--- src/hsm2_defs.svh ---
// hsm2_defs.svh: offsets, field positions, reset values and timing figures
// assumes: included by bare name; definitions only
`ifndef HSM2_DEFS_SVH
`define HSM2_DEFS_SVH

// =====================================================
// register byte offsets
`define HSM2_OFS_STAGING 8'h00
`define HSM2_OFS_COMMAND 8'h04
`define HSM2_OFS_STATUS 8'h08
`define HSM2_OFS_CONTROL 8'h0C

// =====================================================
// command codes
`define HSM2_CMD_MODE2 8'h24
`define HSM2_CMD_SEARCH 8'h5A
`define HSM2_CMD_DEC_STOP 8'h56
`define HSM2_CMD_INST_STOP 8'h57

// =====================================================
// fields and reset values
`define HSM2_MODE2_RESET 16'h0000
`define HSM2_STAGING_RESET 16'h0000
`define HSM2_CONTROL_RESET 2'h0
`define HSM2_CTL_DCC_STEP2 0
`define HSM2_CTL_DCC_STEP3 1

// =====================================================
// timing: reference clock, pulse widths in us, timer in ms
`define HSM2_REF_MHZ 16
`define HSM2_REF_KHZ 16000
`define HSM2_CLR_T0_US 10
`define HSM2_CLR_T1_US 20
`define HSM2_CLR_T2_US 100
`define HSM2_CLR_T3_US 200
`define HSM2_CLR_T4_US 1000
`define HSM2_CLR_T5_US 2000
`define HSM2_CLR_T6_US 10000
`define HSM2_CLR_T7_US 20000
`define HSM2_TMR_T0_MS 1
`define HSM2_TMR_T1_MS 2
`define HSM2_TMR_T2_MS 10
`define HSM2_TMR_T3_MS 20
`define HSM2_TMR_T4_MS 100
`define HSM2_TMR_T5_MS 200
`define HSM2_TMR_T6_MS 500
`define HSM2_TMR_T7_MS 1000
`define HSM2_CLR_CYC0 (`HSM2_CLR_T0_US * `HSM2_REF_MHZ)
`define HSM2_CLR_CYC1 (`HSM2_CLR_T1_US * `HSM2_REF_MHZ)
`define HSM2_CLR_CYC2 (`HSM2_CLR_T2_US * `HSM2_REF_MHZ)
`define HSM2_CLR_CYC3 (`HSM2_CLR_T3_US * `HSM2_REF_MHZ)
`define HSM2_CNT_W 24

`endif

--- src/hsm2_pkg.sv ---
// hsm2_pkg.sv: types of the home search mode two block
// assumes: nothing
package hsm2_pkg;

  // =====================================================
  // mode set two as latched from the staging word
  typedef struct packed {
    logic [4:0] unused;
    logic [2:0] step_timer_sel;
    logic step_timer_enable;
    logic [2:0] clear_pulse_width;
    logic clear_pulse_polarity;
    logic logic_pos_clear_at_end;
    logic real_pos_clear_at_end;
    logic home_and_zphase_stop;
  } hsm2_mode_type;

  // =====================================================
  // search sequencer states
  typedef enum logic [5:0] {
    HSM2_IDLE = 6'b000001,
    HSM2_SRCH2 = 6'b000010,
    HSM2_SRCH3 = 6'b000100,
    HSM2_PULSE = 6'b001000,
    HSM2_WAIT = 6'b010000,
    HSM2_FINISH = 6'b100000
  } hsm2_state_type;

endpackage : hsm2_pkg

--- src/hsm2_countdown.sv ---
// hsm2_countdown.sv: cycle countdown for clear pulse and step timer
// assumes: one clock, synchronous active-high reset
`timescale 1ns/100ps
`default_nettype none
`include "hsm2_defs.svh"

module hsm2_countdown (
  input wire logic clk,
  input wire logic rst,
  input wire logic start,
  input wire logic cancel,
  input wire logic [`HSM2_CNT_W-1:0] load,
  output logic busy,
  output logic done
);

  logic [`HSM2_CNT_W-1:0] cnt_r;
  logic [`HSM2_CNT_W-1:0] cnt_nxt;

  // =====================================================
  // busy for exactly load cycles, done in the last one
  always_comb begin
    cnt_nxt = cnt_r;
    if (cancel) begin
      cnt_nxt = '0;
    end else if (start) begin
      cnt_nxt = load;
    end else if (cnt_r != '0) begin
      cnt_nxt = cnt_r - `HSM2_CNT_W'(1);
    end
  end

  always_ff @(posedge clk) begin
    if (rst) begin
      cnt_r <= '0;
    end else begin
      cnt_r <= cnt_nxt;
    end
  end

  assign busy = (cnt_r != '0);
  assign done = (cnt_r == `HSM2_CNT_W'(1));

endmodule : hsm2_countdown
`default_nettype wire

--- src/hsm2_top.sv ---
// hsm2_top.sv: home search mode set two, search start and stop, AHB-Lite slave
// assumes: single AHB-Lite master, word transfers, sensor inputs synchronous
// Notes on behaviour
// RULE1 - the clear pulse is high-going when the polarity bit is 0, low-going when 1.
// RULE2 - the width code 0..7 picks 10, 20, 100, 200 us, 1, 2, 10, 20 ms at 16 MHz.
// RULE3 - the between-step wait is inserted only when the timer enable bit is 1.
// RULE4 - the timer code 0..7 picks 1, 2, 10, 20, 100, 200, 500, 1000 ms at 16 MHz.
// RULE5 - with the real clear bit set, the real position counter clears at search end.
// RULE6 - with the logical clear bit set, the logical position counter clears at search end.
// RULE7 - with the combined stop bit set, step 3 stops only on Z-phase rising while home is on.
// RULE8 - software sets the combined stop bit only when home is the step 2 signal.
// RULE9 - command 5Ah starts the search sequence after the modes are set.
// RULE10 - command 24h latches the staging word as mode set two.
// RULE11 - commands 56h and 57h abort the search and cancel a running timer.
// RULE12 - widths and waits are counted in system clock cycles scaled to 16 MHz.
`timescale 1ns/100ps
`default_nettype none
`include "hsm2_defs.svh"

module hsm2_top #(
  parameter int unsigned CLR_CYC4 = `HSM2_CLR_T4_US * `HSM2_REF_MHZ,
  parameter int unsigned CLR_CYC5 = `HSM2_CLR_T5_US * `HSM2_REF_MHZ,
  parameter int unsigned CLR_CYC6 = `HSM2_CLR_T6_US * `HSM2_REF_MHZ,
  parameter int unsigned CLR_CYC7 = `HSM2_CLR_T7_US * `HSM2_REF_MHZ,
  parameter int unsigned TMR_CYC0 = `HSM2_TMR_T0_MS * `HSM2_REF_KHZ,
  parameter int unsigned TMR_CYC1 = `HSM2_TMR_T1_MS * `HSM2_REF_KHZ,
  parameter int unsigned TMR_CYC2 = `HSM2_TMR_T2_MS * `HSM2_REF_KHZ,
  parameter int unsigned TMR_CYC3 = `HSM2_TMR_T3_MS * `HSM2_REF_KHZ,
  parameter int unsigned TMR_CYC4 = `HSM2_TMR_T4_MS * `HSM2_REF_KHZ,
  parameter int unsigned TMR_CYC5 = `HSM2_TMR_T5_MS * `HSM2_REF_KHZ,
  parameter int unsigned TMR_CYC6 = `HSM2_TMR_T6_MS * `HSM2_REF_KHZ,
  parameter int unsigned TMR_CYC7 = `HSM2_TMR_T7_MS * `HSM2_REF_KHZ
) (
  input wire logic MCLK,
  input wire logic RESET,
  input wire logic HSEL,
  input wire logic [31:0] HADDR,
  input wire logic [1:0] HTRANS,
  input wire logic HWRITE,
  input wire logic [2:0] HSIZE,
  input wire logic [31:0] HWDATA,
  input wire logic HREADY,
  output logic [31:0] HRDATA,
  output logic HREADYOUT,
  output logic HRESP,
  input wire logic HOME_INPUT,
  input wire logic ZPHASE_INPUT,
  output logic DEVIATION_CLEAR_OUT,
  output logic REAL_POS_CLEAR,
  output logic LOGIC_POS_CLEAR,
  output logic SEARCH_BUSY
);

  // =====================================================
  // count selection
  function automatic logic [`HSM2_CNT_W-1:0] clr_cycles(input logic [2:0] sel);
    int unsigned v;
    unique case (sel)
      3'h0: v = `HSM2_CLR_CYC0;
      3'h1: v = `HSM2_CLR_CYC1;
      3'h2: v = `HSM2_CLR_CYC2;
      3'h3: v = `HSM2_CLR_CYC3;
      3'h4: v = CLR_CYC4;
      3'h5: v = CLR_CYC5;
      3'h6: v = CLR_CYC6;
      3'h7: v = CLR_CYC7;
    endcase
    return v[`HSM2_CNT_W-1:0];
  endfunction : clr_cycles

  function automatic logic [`HSM2_CNT_W-1:0] tmr_cycles(input logic [2:0] sel);
    int unsigned v;
    unique case (sel)
      3'h0: v = TMR_CYC0;
      3'h1: v = TMR_CYC1;
      3'h2: v = TMR_CYC2;
      3'h3: v = TMR_CYC3;
      3'h4: v = TMR_CYC4;
      3'h5: v = TMR_CYC5;
      3'h6: v = TMR_CYC6;
      3'h7: v = TMR_CYC7;
    endcase
    return v[`HSM2_CNT_W-1:0];
  endfunction : tmr_cycles

  // =====================================================
  // bus slave
  logic wr_pend_r;
  logic wr_pend_nxt;
  logic [7:0] wr_addr_r;
  logic [7:0] wr_addr_nxt;
  logic [31:0] rdata_r;
  logic [31:0] rdata_nxt;
  logic [15:0] staging_r;
  logic [15:0] staging_nxt;
  logic [1:0] control_r;
  logic [1:0] control_nxt;
  hsm2_pkg::hsm2_mode_type mode_r;
  hsm2_pkg::hsm2_mode_type mode_nxt;
  hsm2_pkg::hsm2_state_type state_r;
  hsm2_pkg::hsm2_state_type state_nxt;
  logic addr_ok;
  logic cmd_wr;
  logic cmd_start;
  logic cmd_abort;

  assign addr_ok = HSEL && HREADY && HTRANS[1];
  assign cmd_wr = wr_pend_r && (wr_addr_r == `HSM2_OFS_COMMAND);
  assign cmd_start = cmd_wr && (HWDATA[7:0] == `HSM2_CMD_SEARCH);
  assign cmd_abort = cmd_wr && ((HWDATA[7:0] == `HSM2_CMD_DEC_STOP)
                    || (HWDATA[7:0] == `HSM2_CMD_INST_STOP));

  always_comb begin
    wr_pend_nxt = addr_ok && HWRITE;
    wr_addr_nxt = addr_ok ? HADDR[7:0] : wr_addr_r;
    rdata_nxt = 32'h00000000;
    if (addr_ok && !HWRITE) begin
      unique case (HADDR[7:0])
        `HSM2_OFS_STATUS: rdata_nxt = {26'h0000000, state_r};
        `HSM2_OFS_CONTROL: rdata_nxt = {30'h00000000, control_r};
        default: rdata_nxt = 32'h00000000;
      endcase
    end
    staging_nxt = staging_r;
    control_nxt = control_r;
    mode_nxt = mode_r;
    if (wr_pend_r && wr_addr_r == `HSM2_OFS_STAGING) begin
      staging_nxt = HWDATA[15:0];
    end
    if (wr_pend_r && wr_addr_r == `HSM2_OFS_CONTROL) begin
      control_nxt = HWDATA[1:0];
    end
    if (cmd_wr && HWDATA[7:0] == `HSM2_CMD_MODE2) begin
      mode_nxt = hsm2_pkg::hsm2_mode_type'(staging_r); // see RULE10
    end
  end

  always_ff @(posedge MCLK) begin
    if (RESET) begin
      wr_pend_r <= 1'b0;
      wr_addr_r <= 8'h00;
      rdata_r <= 32'h00000000;
      staging_r <= `HSM2_STAGING_RESET;
      control_r <= `HSM2_CONTROL_RESET;
      mode_r <= hsm2_pkg::hsm2_mode_type'(`HSM2_MODE2_RESET);
    end else begin
      wr_pend_r <= wr_pend_nxt;
      wr_addr_r <= wr_addr_nxt;
      rdata_r <= rdata_nxt;
      staging_r <= staging_nxt;
      control_r <= control_nxt;
      mode_r <= mode_nxt;
    end
  end

  assign HRDATA = rdata_r;
  assign HREADYOUT = 1'b1;
  assign HRESP = 1'b0;

  // =====================================================
  // search sequencer
  logic step3_r;
  logic step3_nxt;
  logic home_prev_r;
  logic z_prev_r;
  logic dcc_r;
  logic real_r;
  logic logic_r;
  logic cnt_start;
  logic [`HSM2_CNT_W-1:0] cnt_load;
  logic cnt_done;
  logic cnt_busy;
  logic step_hit;
  logic advance;

  hsm2_countdown u_count (
    .clk(MCLK),
    .rst(RESET),
    .start(cnt_start),
    .cancel(cmd_abort),
    .load(cnt_load),
    .busy(cnt_busy),
    .done(cnt_done)
  );

  always_comb begin
    state_nxt = state_r;
    step3_nxt = step3_r;
    cnt_start = 1'b0;
    cnt_load = clr_cycles(mode_r.clear_pulse_width); // see RULE2 see RULE12
    step_hit = 1'b0;
    advance = 1'b0;
    unique case (state_r)
      hsm2_pkg::HSM2_IDLE: begin
        if (cmd_start) begin
          state_nxt = hsm2_pkg::HSM2_SRCH2; // see RULE9
          step3_nxt = 1'b0;
        end
      end
      hsm2_pkg::HSM2_SRCH2: begin
        step_hit = HOME_INPUT && !home_prev_r;
      end
      hsm2_pkg::HSM2_SRCH3: begin
        step_hit = ZPHASE_INPUT && !z_prev_r
          && (!mode_r.home_and_zphase_stop || HOME_INPUT); // see RULE7
      end
      hsm2_pkg::HSM2_PULSE: begin
        advance = cnt_done;
      end
      hsm2_pkg::HSM2_WAIT: begin
        if (cnt_done) begin
          state_nxt = step3_r ? hsm2_pkg::HSM2_FINISH : hsm2_pkg::HSM2_SRCH3;
          step3_nxt = 1'b1;
        end
      end
      hsm2_pkg::HSM2_FINISH: begin
        state_nxt = hsm2_pkg::HSM2_IDLE;
      end
    endcase
    if (step_hit) begin
      if (control_r[step3_r ? `HSM2_CTL_DCC_STEP3 : `HSM2_CTL_DCC_STEP2]) begin
        state_nxt = hsm2_pkg::HSM2_PULSE;
        cnt_start = 1'b1;
      end else begin
        advance = 1'b1;
      end
    end
    if (advance) begin
      if (mode_r.step_timer_enable) begin // see RULE3
        state_nxt = hsm2_pkg::HSM2_WAIT;
        cnt_start = 1'b1;
        cnt_load = tmr_cycles(mode_r.step_timer_sel); // see RULE4 see RULE12
      end else begin
        state_nxt = step3_r ? hsm2_pkg::HSM2_FINISH : hsm2_pkg::HSM2_SRCH3;
        step3_nxt = 1'b1;
      end
    end
    if (cmd_abort && state_r != hsm2_pkg::HSM2_IDLE) begin
      state_nxt = hsm2_pkg::HSM2_IDLE; // see RULE11
      cnt_start = 1'b0;
    end
  end

  always_ff @(posedge MCLK) begin
    if (RESET) begin
      state_r <= hsm2_pkg::HSM2_IDLE;
      step3_r <= 1'b0;
      home_prev_r <= 1'b0;
      z_prev_r <= 1'b0;
      dcc_r <= 1'b0;
      real_r <= 1'b0;
      logic_r <= 1'b0;
    end else begin
      state_r <= state_nxt;
      step3_r <= step3_nxt;
      home_prev_r <= HOME_INPUT;
      z_prev_r <= ZPHASE_INPUT;
      dcc_r <= (state_nxt == hsm2_pkg::HSM2_PULSE) ^ mode_nxt.clear_pulse_polarity; // see RULE1
      real_r <= (state_r == hsm2_pkg::HSM2_FINISH) && mode_r.real_pos_clear_at_end; // see RULE5
      logic_r <= (state_r == hsm2_pkg::HSM2_FINISH) && mode_r.logic_pos_clear_at_end; // see RULE6
    end
  end

  assign DEVIATION_CLEAR_OUT = dcc_r;
  assign REAL_POS_CLEAR = real_r;
  assign LOGIC_POS_CLEAR = logic_r;
  assign SEARCH_BUSY = (state_r != hsm2_pkg::HSM2_IDLE);

  // =====================================================
  // checks
  logic [`HSM2_CNT_W-1:0] len_r;
  always_ff @(posedge MCLK) begin
    if (RESET || state_nxt != state_r) begin
      len_r <= '0;
    end else begin
      len_r <= len_r + `HSM2_CNT_W'(1);
    end
  end

  property p_dcc_level;
    @(posedge MCLK) disable iff (RESET)
      state_r == hsm2_pkg::HSM2_PULSE |-> DEVIATION_CLEAR_OUT != mode_r.clear_pulse_polarity;
  endproperty
  a_dcc_level: assert property (p_dcc_level) else $error("clear pulse level wrong"); // see RULE1

  property p_pulse_len;
    @(posedge MCLK) disable iff (RESET)
      (state_r == hsm2_pkg::HSM2_PULSE && state_nxt != state_r && !cmd_abort)
      |-> len_r == clr_cycles(mode_r.clear_pulse_width) - `HSM2_CNT_W'(1);
  endproperty
  a_pulse_len: assert property (p_pulse_len) else $error("clear pulse width wrong"); // see RULE2

  property p_no_wait;
    @(posedge MCLK) disable iff (RESET)
      !mode_r.step_timer_enable && state_r != hsm2_pkg::HSM2_WAIT
      |=> state_r != hsm2_pkg::HSM2_WAIT;
  endproperty
  a_no_wait: assert property (p_no_wait) else $error("wait without timer enable"); // see RULE3

  property p_wait_len;
    @(posedge MCLK) disable iff (RESET)
      (state_r == hsm2_pkg::HSM2_WAIT && state_nxt != state_r && !cmd_abort)
      |-> len_r == tmr_cycles(mode_r.step_timer_sel) - `HSM2_CNT_W'(1);
  endproperty
  a_wait_len: assert property (p_wait_len) else $error("step timer length wrong"); // see RULE4

  property p_real_clr;
    @(posedge MCLK) disable iff (RESET)
      state_r == hsm2_pkg::HSM2_FINISH |=> REAL_POS_CLEAR == $past(mode_r.real_pos_clear_at_end);
  endproperty
  a_real_clr: assert property (p_real_clr) else $error("real clear wrong"); // see RULE5

  property p_logic_clr;
    @(posedge MCLK) disable iff (RESET)
      LOGIC_POS_CLEAR |-> $past(state_r) == hsm2_pkg::HSM2_FINISH
        && $past(mode_r.logic_pos_clear_at_end);
  endproperty
  a_logic_clr: assert property (p_logic_clr) else $error("logical clear wrong"); // see RULE6

  property p_and_stop;
    @(posedge MCLK) disable iff (RESET)
      state_r == hsm2_pkg::HSM2_SRCH3 && mode_r.home_and_zphase_stop && !HOME_INPUT && !cmd_abort
      |=> state_r == hsm2_pkg::HSM2_SRCH3;
  endproperty
  a_and_stop: assert property (p_and_stop) else $error("step three left without home"); // see RULE7

  property p_start;
    @(posedge MCLK) disable iff (RESET)
      cmd_start && state_r == hsm2_pkg::HSM2_IDLE |=> state_r == hsm2_pkg::HSM2_SRCH2 ##0 SEARCH_BUSY;
  endproperty
  a_start: assert property (p_start) else $error("search did not start"); // see RULE9

  property p_latch;
    @(posedge MCLK) disable iff (RESET)
      cmd_wr && HWDATA[7:0] == `HSM2_CMD_MODE2 |=> mode_r == $past(staging_r);
  endproperty
  a_latch: assert property (p_latch) else $error("mode set not latched"); // see RULE10

  property p_abort;
    @(posedge MCLK) disable iff (RESET)
      cmd_abort |=> !SEARCH_BUSY && !cnt_busy;
  endproperty
  a_abort: assert property (p_abort) else $error("stop did not end search"); // see RULE11

  c_pulse: cover property (@(posedge MCLK) disable iff (RESET)
    state_r == hsm2_pkg::HSM2_PULSE ##1 state_r == hsm2_pkg::HSM2_WAIT);
  c_finish: cover property (@(posedge MCLK) disable iff (RESET)
    state_r == hsm2_pkg::HSM2_FINISH ##1 REAL_POS_CLEAR && LOGIC_POS_CLEAR);
  c_abort_wait: cover property (@(posedge MCLK) disable iff (RESET)
    state_r == hsm2_pkg::HSM2_WAIT && cmd_abort);

endmodule : hsm2_top
`default_nettype wire
--- config.mk ---
export PLATFORM = sky130hd
export DESIGN_NAME = hsm2_top
export DESIGN_NICKNAME = d
export VERILOG_FILES = /design/src/hsm2_pkg.sv /design/src/hsm2_countdown.sv /design/src/hsm2_top.sv
export VERILOG_INCLUDE_DIRS = /design/src
export SDC_FILE = /design/constraint.sdc
export NUM_CORES = 1
export LEC_CHECK = 0
export BUFFER_PORTS_ARGS = -buffer_cell sky130_fd_sc_hd__buf_2
export CAP_MARGIN = 20
export CORE_ASPECT_RATIO = 0.7
export CORE_MARGIN = 4
export CORE_UTILIZATION = 48
export CTS_CLUSTER_SIZE = 12
export DETAILED_ROUTE_END_ITERATION = 10
export GPL_TIMING_DRIVEN = 1
export PLACE_DENSITY = 0.76
export SYNTH_ARGS = -nofsm -noshare
export SYNTH_HDL_FRONTEND = slang
export SYNTH_SLANG_ARGS = --single-unit
export TNS_END_PERCENT = 30
--- constraint.sdc ---
create_clock -name MCLK -period 2.6 [get_ports MCLK]
set_input_delay 0.26 -clock MCLK [delete_from_list [all_inputs] [get_ports MCLK]]
set_output_delay 0.26 -clock MCLK [all_outputs]
set_load 0.05 [all_outputs]
## Word level (Yosys, flattened, before mapping)

Memories as Yosys holds them, arrays and structs flattened. A register that Yosys moved wholly into a read port is not among the register bits.
Cells that the tools add are included.

| cells by class | value |
|---|---|
| reduce and logical (&&, ||, !) cells | 27 |
| bitwise gates (word level) | 2 |
| add/subtract/negate cells | 1 |
| eq/ne operators | 17 |
| multiplexer cells | 37 |
| $lt $le $gt $ge | 1 |

Operators with widths:

| kind | number |
|---|---|
| $mux W24 | 4 |
| $mux W6 | 8 |
| $eq A24 B1 Y1 const B | 1 |
| $eq A8 B4 Y1 const B | 3 |
| $eq A8 B7 Y1 const B | 3 |
| $reduce_bool A24 Y1 | 1 |
| $sub A24 B1 Y24 const B | 1 |
| $pmux W6 S3 | 1 |
| $logic_and A1 B1 Y1 | 16 |
| $mux W1 | 16 |
| $eq A6 B4 Y1 const B | 2 |
| $mux W3 | 4 |
| $pmux W6 S2 | 1 |
| $eq A8 B3 Y1 const B | 1 |
| $eq A8 B6 Y1 const B | 1 |
| $logic_not A8 Y1 | 1 |
| $eq A6 B1 Y1 const B | 1 |
| $eq A6 B2 Y1 const B | 1 |
| $eq A6 B3 Y1 const B | 1 |
| $eq A6 B5 Y1 const B | 1 |
| $eq A6 B6 Y1 const B | 1 |
| $ne A6 B1 Y1 const B | 1 |
| $logic_not A1 Y1 | 4 |
| $mux W4 | 1 |
| 7 further kinds | 10 |

| storage, ports and cells | value |
|---|---|
| bits in read-only memories | 232 |
| register bits after elaboration | 101 |
| input port bits | 76 |
| memories kept | 2 |

Memory list:

| memory | depth | bits a word | read ports | clocked after memory_dff | write ports | RTL line | text |
|---|---|---|---|---|---|---|---|
| (name not given) | 8 | 16 | 1 | 1 | 0 | hsm2_top.sv:73 | `unique case (sel)` |
| (name not given) | 8 | 13 | 1 | 1 | 0 | hsm2_top.sv:58 | `unique case (sel)` |

## Longest topological paths before layout

| logic depth | value |
|---|---|
| depth after elaboration | 11 |
| mapped depth | 11 |
| depth with buffers taken out | 9 |

## Cells and area by module

A second synthesis with hierarchy kept.

| second synthesis, totals | value |
|---|---|
| cell total of the unflattened synthesis | 556 |
| area, all modules | 4926.0 µm² |

Modules (own cells, without submodules):

| module | sequential area each (µm²) | cells each | times used | area each (µm²) |
|---|---|---|---|---|
| hsm2_top | 1581.5 | 386 | 1 | 3542.1 |
| hsm2_countdown | 480.5 | 170 | 1 | 1383.8 |

## Worst setup path after synthesis

Ideal clock, no wire load.

| timing | value |
|---|---|
| path kind | reg2reg |
| from | register wr_addr_r[2] |
| to | register with a tool-made name |
| arrival | 2414 ps |
| clock period less this slack | 2483 ps |
| path slack | 117 ps |
| data required time | 2530 ps |
| library setup time | 70 ps |
| cell stages (with the launch flop) | 11 |
| path through | dfxtp_1 nor4b_1 nand3_1 nor4_1 buf_2 mux2i_1 nor2_1 inv_1 ha_1 and2_1 a21oi_1 |

RTL lines:

| item | RTL line | text |
|---|---|---|
| start: declaration | hsm2_top.sv:90 | `logic [7:0] wr_addr_r;` |
| start signal: assignment | hsm2_top.sv:148 | `wr_addr_r <= wr_addr_nxt;` |

## Worst setup path after layout

| timing | value |
|---|---|
| from | register u_count.cnt_r[16] |
| to | register u_count.cnt_r[18] |

| between the ends | value |
|---|---|
| word-level cells in the longest chain between the ends | 7 |
| elaborated cells between the ends (all ways) | 12 |
| those cells by class | 1 x add/sub; 1 x eq/ne; 8 x mux; 2 x reduce/logical |

RTL lines:

| item | RTL line | text |
|---|---|---|
| start: declaration | hsm2_countdown.sv:17 | `` logic [`HSM2_CNT_W-1:0] cnt_r; `` |
| start signal: assignment | hsm2_countdown.sv:37 | `cnt_r <= cnt_nxt;` |
| parallel branches: the longest is 7 deep, another holds $sub A24 B1 Y24 | -- |  |

Several ways; the timed one is not identified. The select of a mux whose other input is x is not followed.
A chain may end at the register's enable or synchronous reset.

==> results.toml <==
[status]
result_of_the_run = "finished clean"

[setup_path]
endpoint_kind = "flop"
worst_ep_arrival_time_ns = 2.72
start_kind = "flop"
required_ns = 2.82
timing.critical_path.fanout_max = 8
timing.setup.critical_path_class = "reg2reg"

[timing]
tightestPinTransition_ns = 0.606
layout_worst_path_cycle_share = 0.961
max_clock_freq_ghz = 0.400
setup_viol = 0
grt_setup_unrepaired = "yes"
final.min_clock_period_ns = 2.50
timing.final.hold_violations = 0
totalNegativeSetupSlack_ns = 0
max_slew_headroom = 0.595
clock_skew_ns = 0.00834
maxSlewViolCount = 0

[floorplanning]
core.rowCount = 30
die_h_um = 91.5
starting_density_of_the_core = 0.492
core_area_mm2 = 0.00972
design.die.area_mm2 = 0.0117
boundaryPins = 114
die_x_um = 127

[cts]
clk_pin_slew_worst_paths_ns = 0.07
worst_skew_pair.late_latency_ns = 0.35
tritoncts.num_buffers = 9
cts.repair_timing.setup_buffer_count = 0
cts_hold_buffers = 0
cts_sinks = 103
htree_levels = 3
cts_repair_resize_count = 0
cts_tree = "done"
buffer_depth_of_the_longest_clock_path = 2
clock-root-buffer = "sky130_fd_sc_hd__clkbuf_16"

[global_route]
antenna_violations_before_repair = 0
grt_remaining_overflow = 0
grt_start_max_net_pins = 34
grt_use_total = 0.180
first_global_vias = 3480
first_pass_grt_wire_length_um = 16900

[layout]
most_frequent_cells_in_the_layout = "sky130_fd_sc_hd__dfxtp_1, sky130_fd_sc_hd__nor2_1, sky130_fd_sc_hd__nand2_1"
area_growth_pct = 12.6
final_net_count = 662
post_layout_nonfiller_instances = 704
antenna_cells_inserted = 0
post_route_cells_drive_above_1_share = 0.170
final_common_cell = "sky130_fd_sc_hd__dfxtp_1"

[synth]
synth_cells = 529
postSynth.asyncResetShare = 0
yosys_register_bits = 103
count_of_different_cell_masters_after_synthesis = 62
syn_area_mm2 = 0.00478
synth.avg_cell_area_um2 = 9.04
seq_area_frac_synth = 0.431
number_of_enable_flip_flop_cells_after_synthesis = 0
yosysWarnings = 0
synthFlopType = "sky130_fd_sc_hd__dfxtp_1"

[placed_design]
numPortBuffers = 36
dp_hpwl_um = 7650
dpl.cell_count = 688
place.gp.congestion = 0.894

[power_and_ir_drop]
max-vdd-ir-drop_v = 0.000357
pwr_density_mw_per_mm2 = 830
leakage_nw = 2.25

[detailed_routing]
avgRoutedWirePerCell_um = 14.4
vias_per_cell = 5.25
drt_pre_antenna_iters = 5
remaining_drc_errors = 0
final_antenna_net_count = 0
postRouteWirelength_um = 10200
detailroute.via_count = 3694
detail_route.iter0.violations = 275

[hold_path]
hp-class = "in2reg"

[run]
timing.max_cap.violations = 0
[path summary, 6_finish.rpt]
| path | from | end | slack [ns] | depth (start not counted) |
|---|---|---|---|---|
| setup reg to reg | u_count.cnt_r[16]$_SDFFE_PP0P_ | u_count.cnt_r[18]$_SDFFE_PP0P_ | 0.10 | 7 |
| setup / recovery | u_count.cnt_r[16]$_SDFFE_PP0P_ | u_count.cnt_r[18]$_SDFFE_PP0P_ | 0.10 | 7 |
| hold reg to reg | flop | u_count.cnt_r[23]$_SDFFE_PP0P_ | 0.45 | 2 |
| hold / removal | HWRITE | wr_pend_r$_SDFF_PP0_ | 0.13 | 2 |
[area by class of cell]
cell class                      instances  area [um^2]
Timing Repair Buffer                   52          300
Inverter                               17         63.8
Tap cell                              128          160
Clock inverter                          6         76.3
Clock buffer                           10          229
Multi-Input combinational cell        388         2490
Fill cell                             869         4340
Sequential cell                       103         2060
[cells by family (layout without fill, tap and decap cells)]
family	after synthesis	in the layout	synth area share
buf+inv	64	85	0.0795
other cells	2	28	0.00157
xor+xnor	15	15	0.0275
fa+ha+maj	15	15	0.0392
simple gates	237	237	0.264
flops	103	103	0.431
compound gates	62	62	0.0921
mux	31	31	0.0654
[through the flow]
step / util / power, W / hold WS, ns / area, um^2 / worst slack, ns
after floorplan: - / 0.00285 / 0.339 / 4880 / 0.117
after detailed placement: 0.518 / 0.00309 / 0.438 / 5030 / 0.0189
after global routing: 0.554 / 0.00471 / 0.147 / 5390 / -0.0145
after global placement: 0.518 / 0.00307 / 0.442 / 5030 / 0.0461
final: 0.554 / 0.00447 / 0.135 / 5390 / 0.103
after CTS: 0.549 / 0.00448 / 0.122 / 5340 / 0.0110
[metal layers]
layer | GRT usage | up-vias | wire length, um
li1 | - | 1850 | -
met1 | 0.262 | 1712 | 5050
met2 | 0.258 | 118 | 4230
met3 | 0.0470 | 14 | 693
met4 | 0.0554 | 0 | 176
met5 | 0 | - | 0
[synth_stat cells, types with 5 or more instances]
cell type                  number  area [um^2]
sky130_fd_sc_hd__inv_1         16         60.1
sky130_fd_sc_hd__a21oi_1       22          110
sky130_fd_sc_hd__o21ai_0        6         30.0
sky130_fd_sc_hd__dfxtp_1      103         2060
sky130_fd_sc_hd__buf_4         28          210
sky130_fd_sc_hd__xor2_1        10         87.6
sky130_fd_sc_hd__a311oi_1       6         52.6
sky130_fd_sc_hd__nor4_1         9         56.3
sky130_fd_sc_hd__mux2i_1       29          290
sky130_fd_sc_hd__nand3_1       12         60.1
sky130_fd_sc_hd__xnor2_1        5         43.8
sky130_fd_sc_hd__nand2_1       61          229
sky130_fd_sc_hd__nor3_1        21          105
sky130_fd_sc_hd__ha_1          15          188
sky130_fd_sc_hd__nor2_1        67          251
sky130_fd_sc_hd__nor2b_1        7         43.8
sky130_fd_sc_hd__clkbuf_1      12         45.0
sky130_fd_sc_hd__and2_1        10         62.6
sky130_fd_sc_hd__nor3b_1        6         45.0
sky130_fd_sc_hd__a211oi_1      10         75.1
[report_power, final]
| group | total [W] | internal, W | switching [W] |
|---|---|---|---|
| clock | 0.00138 | 0.000764 | 0.000615 |
| combinational | 0.00125 | 0.000527 | 0.000725 |
| sequential | 0.00184 | 0.00169 | 0.000149 |
| total | 0.00447 | 0.00298 | 0.00149 |
[worst max-delay path: stages, from the launching register on]
cell and delay [ns]:
sky130_fd_sc_hd__dfxtp_1 0.39, sky130_fd_sc_hd__nor4_4 0.44, sky130_fd_sc_hd__nand4_4 0.18, sky130_fd_sc_hd__o32ai_4 0.43
sky130_fd_sc_hd__and3_1 0.31, sky130_fd_sc_hd__nor2_2 0.11, sky130_fd_sc_hd__a211oi_1 0.41, sky130_fd_sc_hd__a211oi_1 0.09
(Power assumes the default switching activity.)
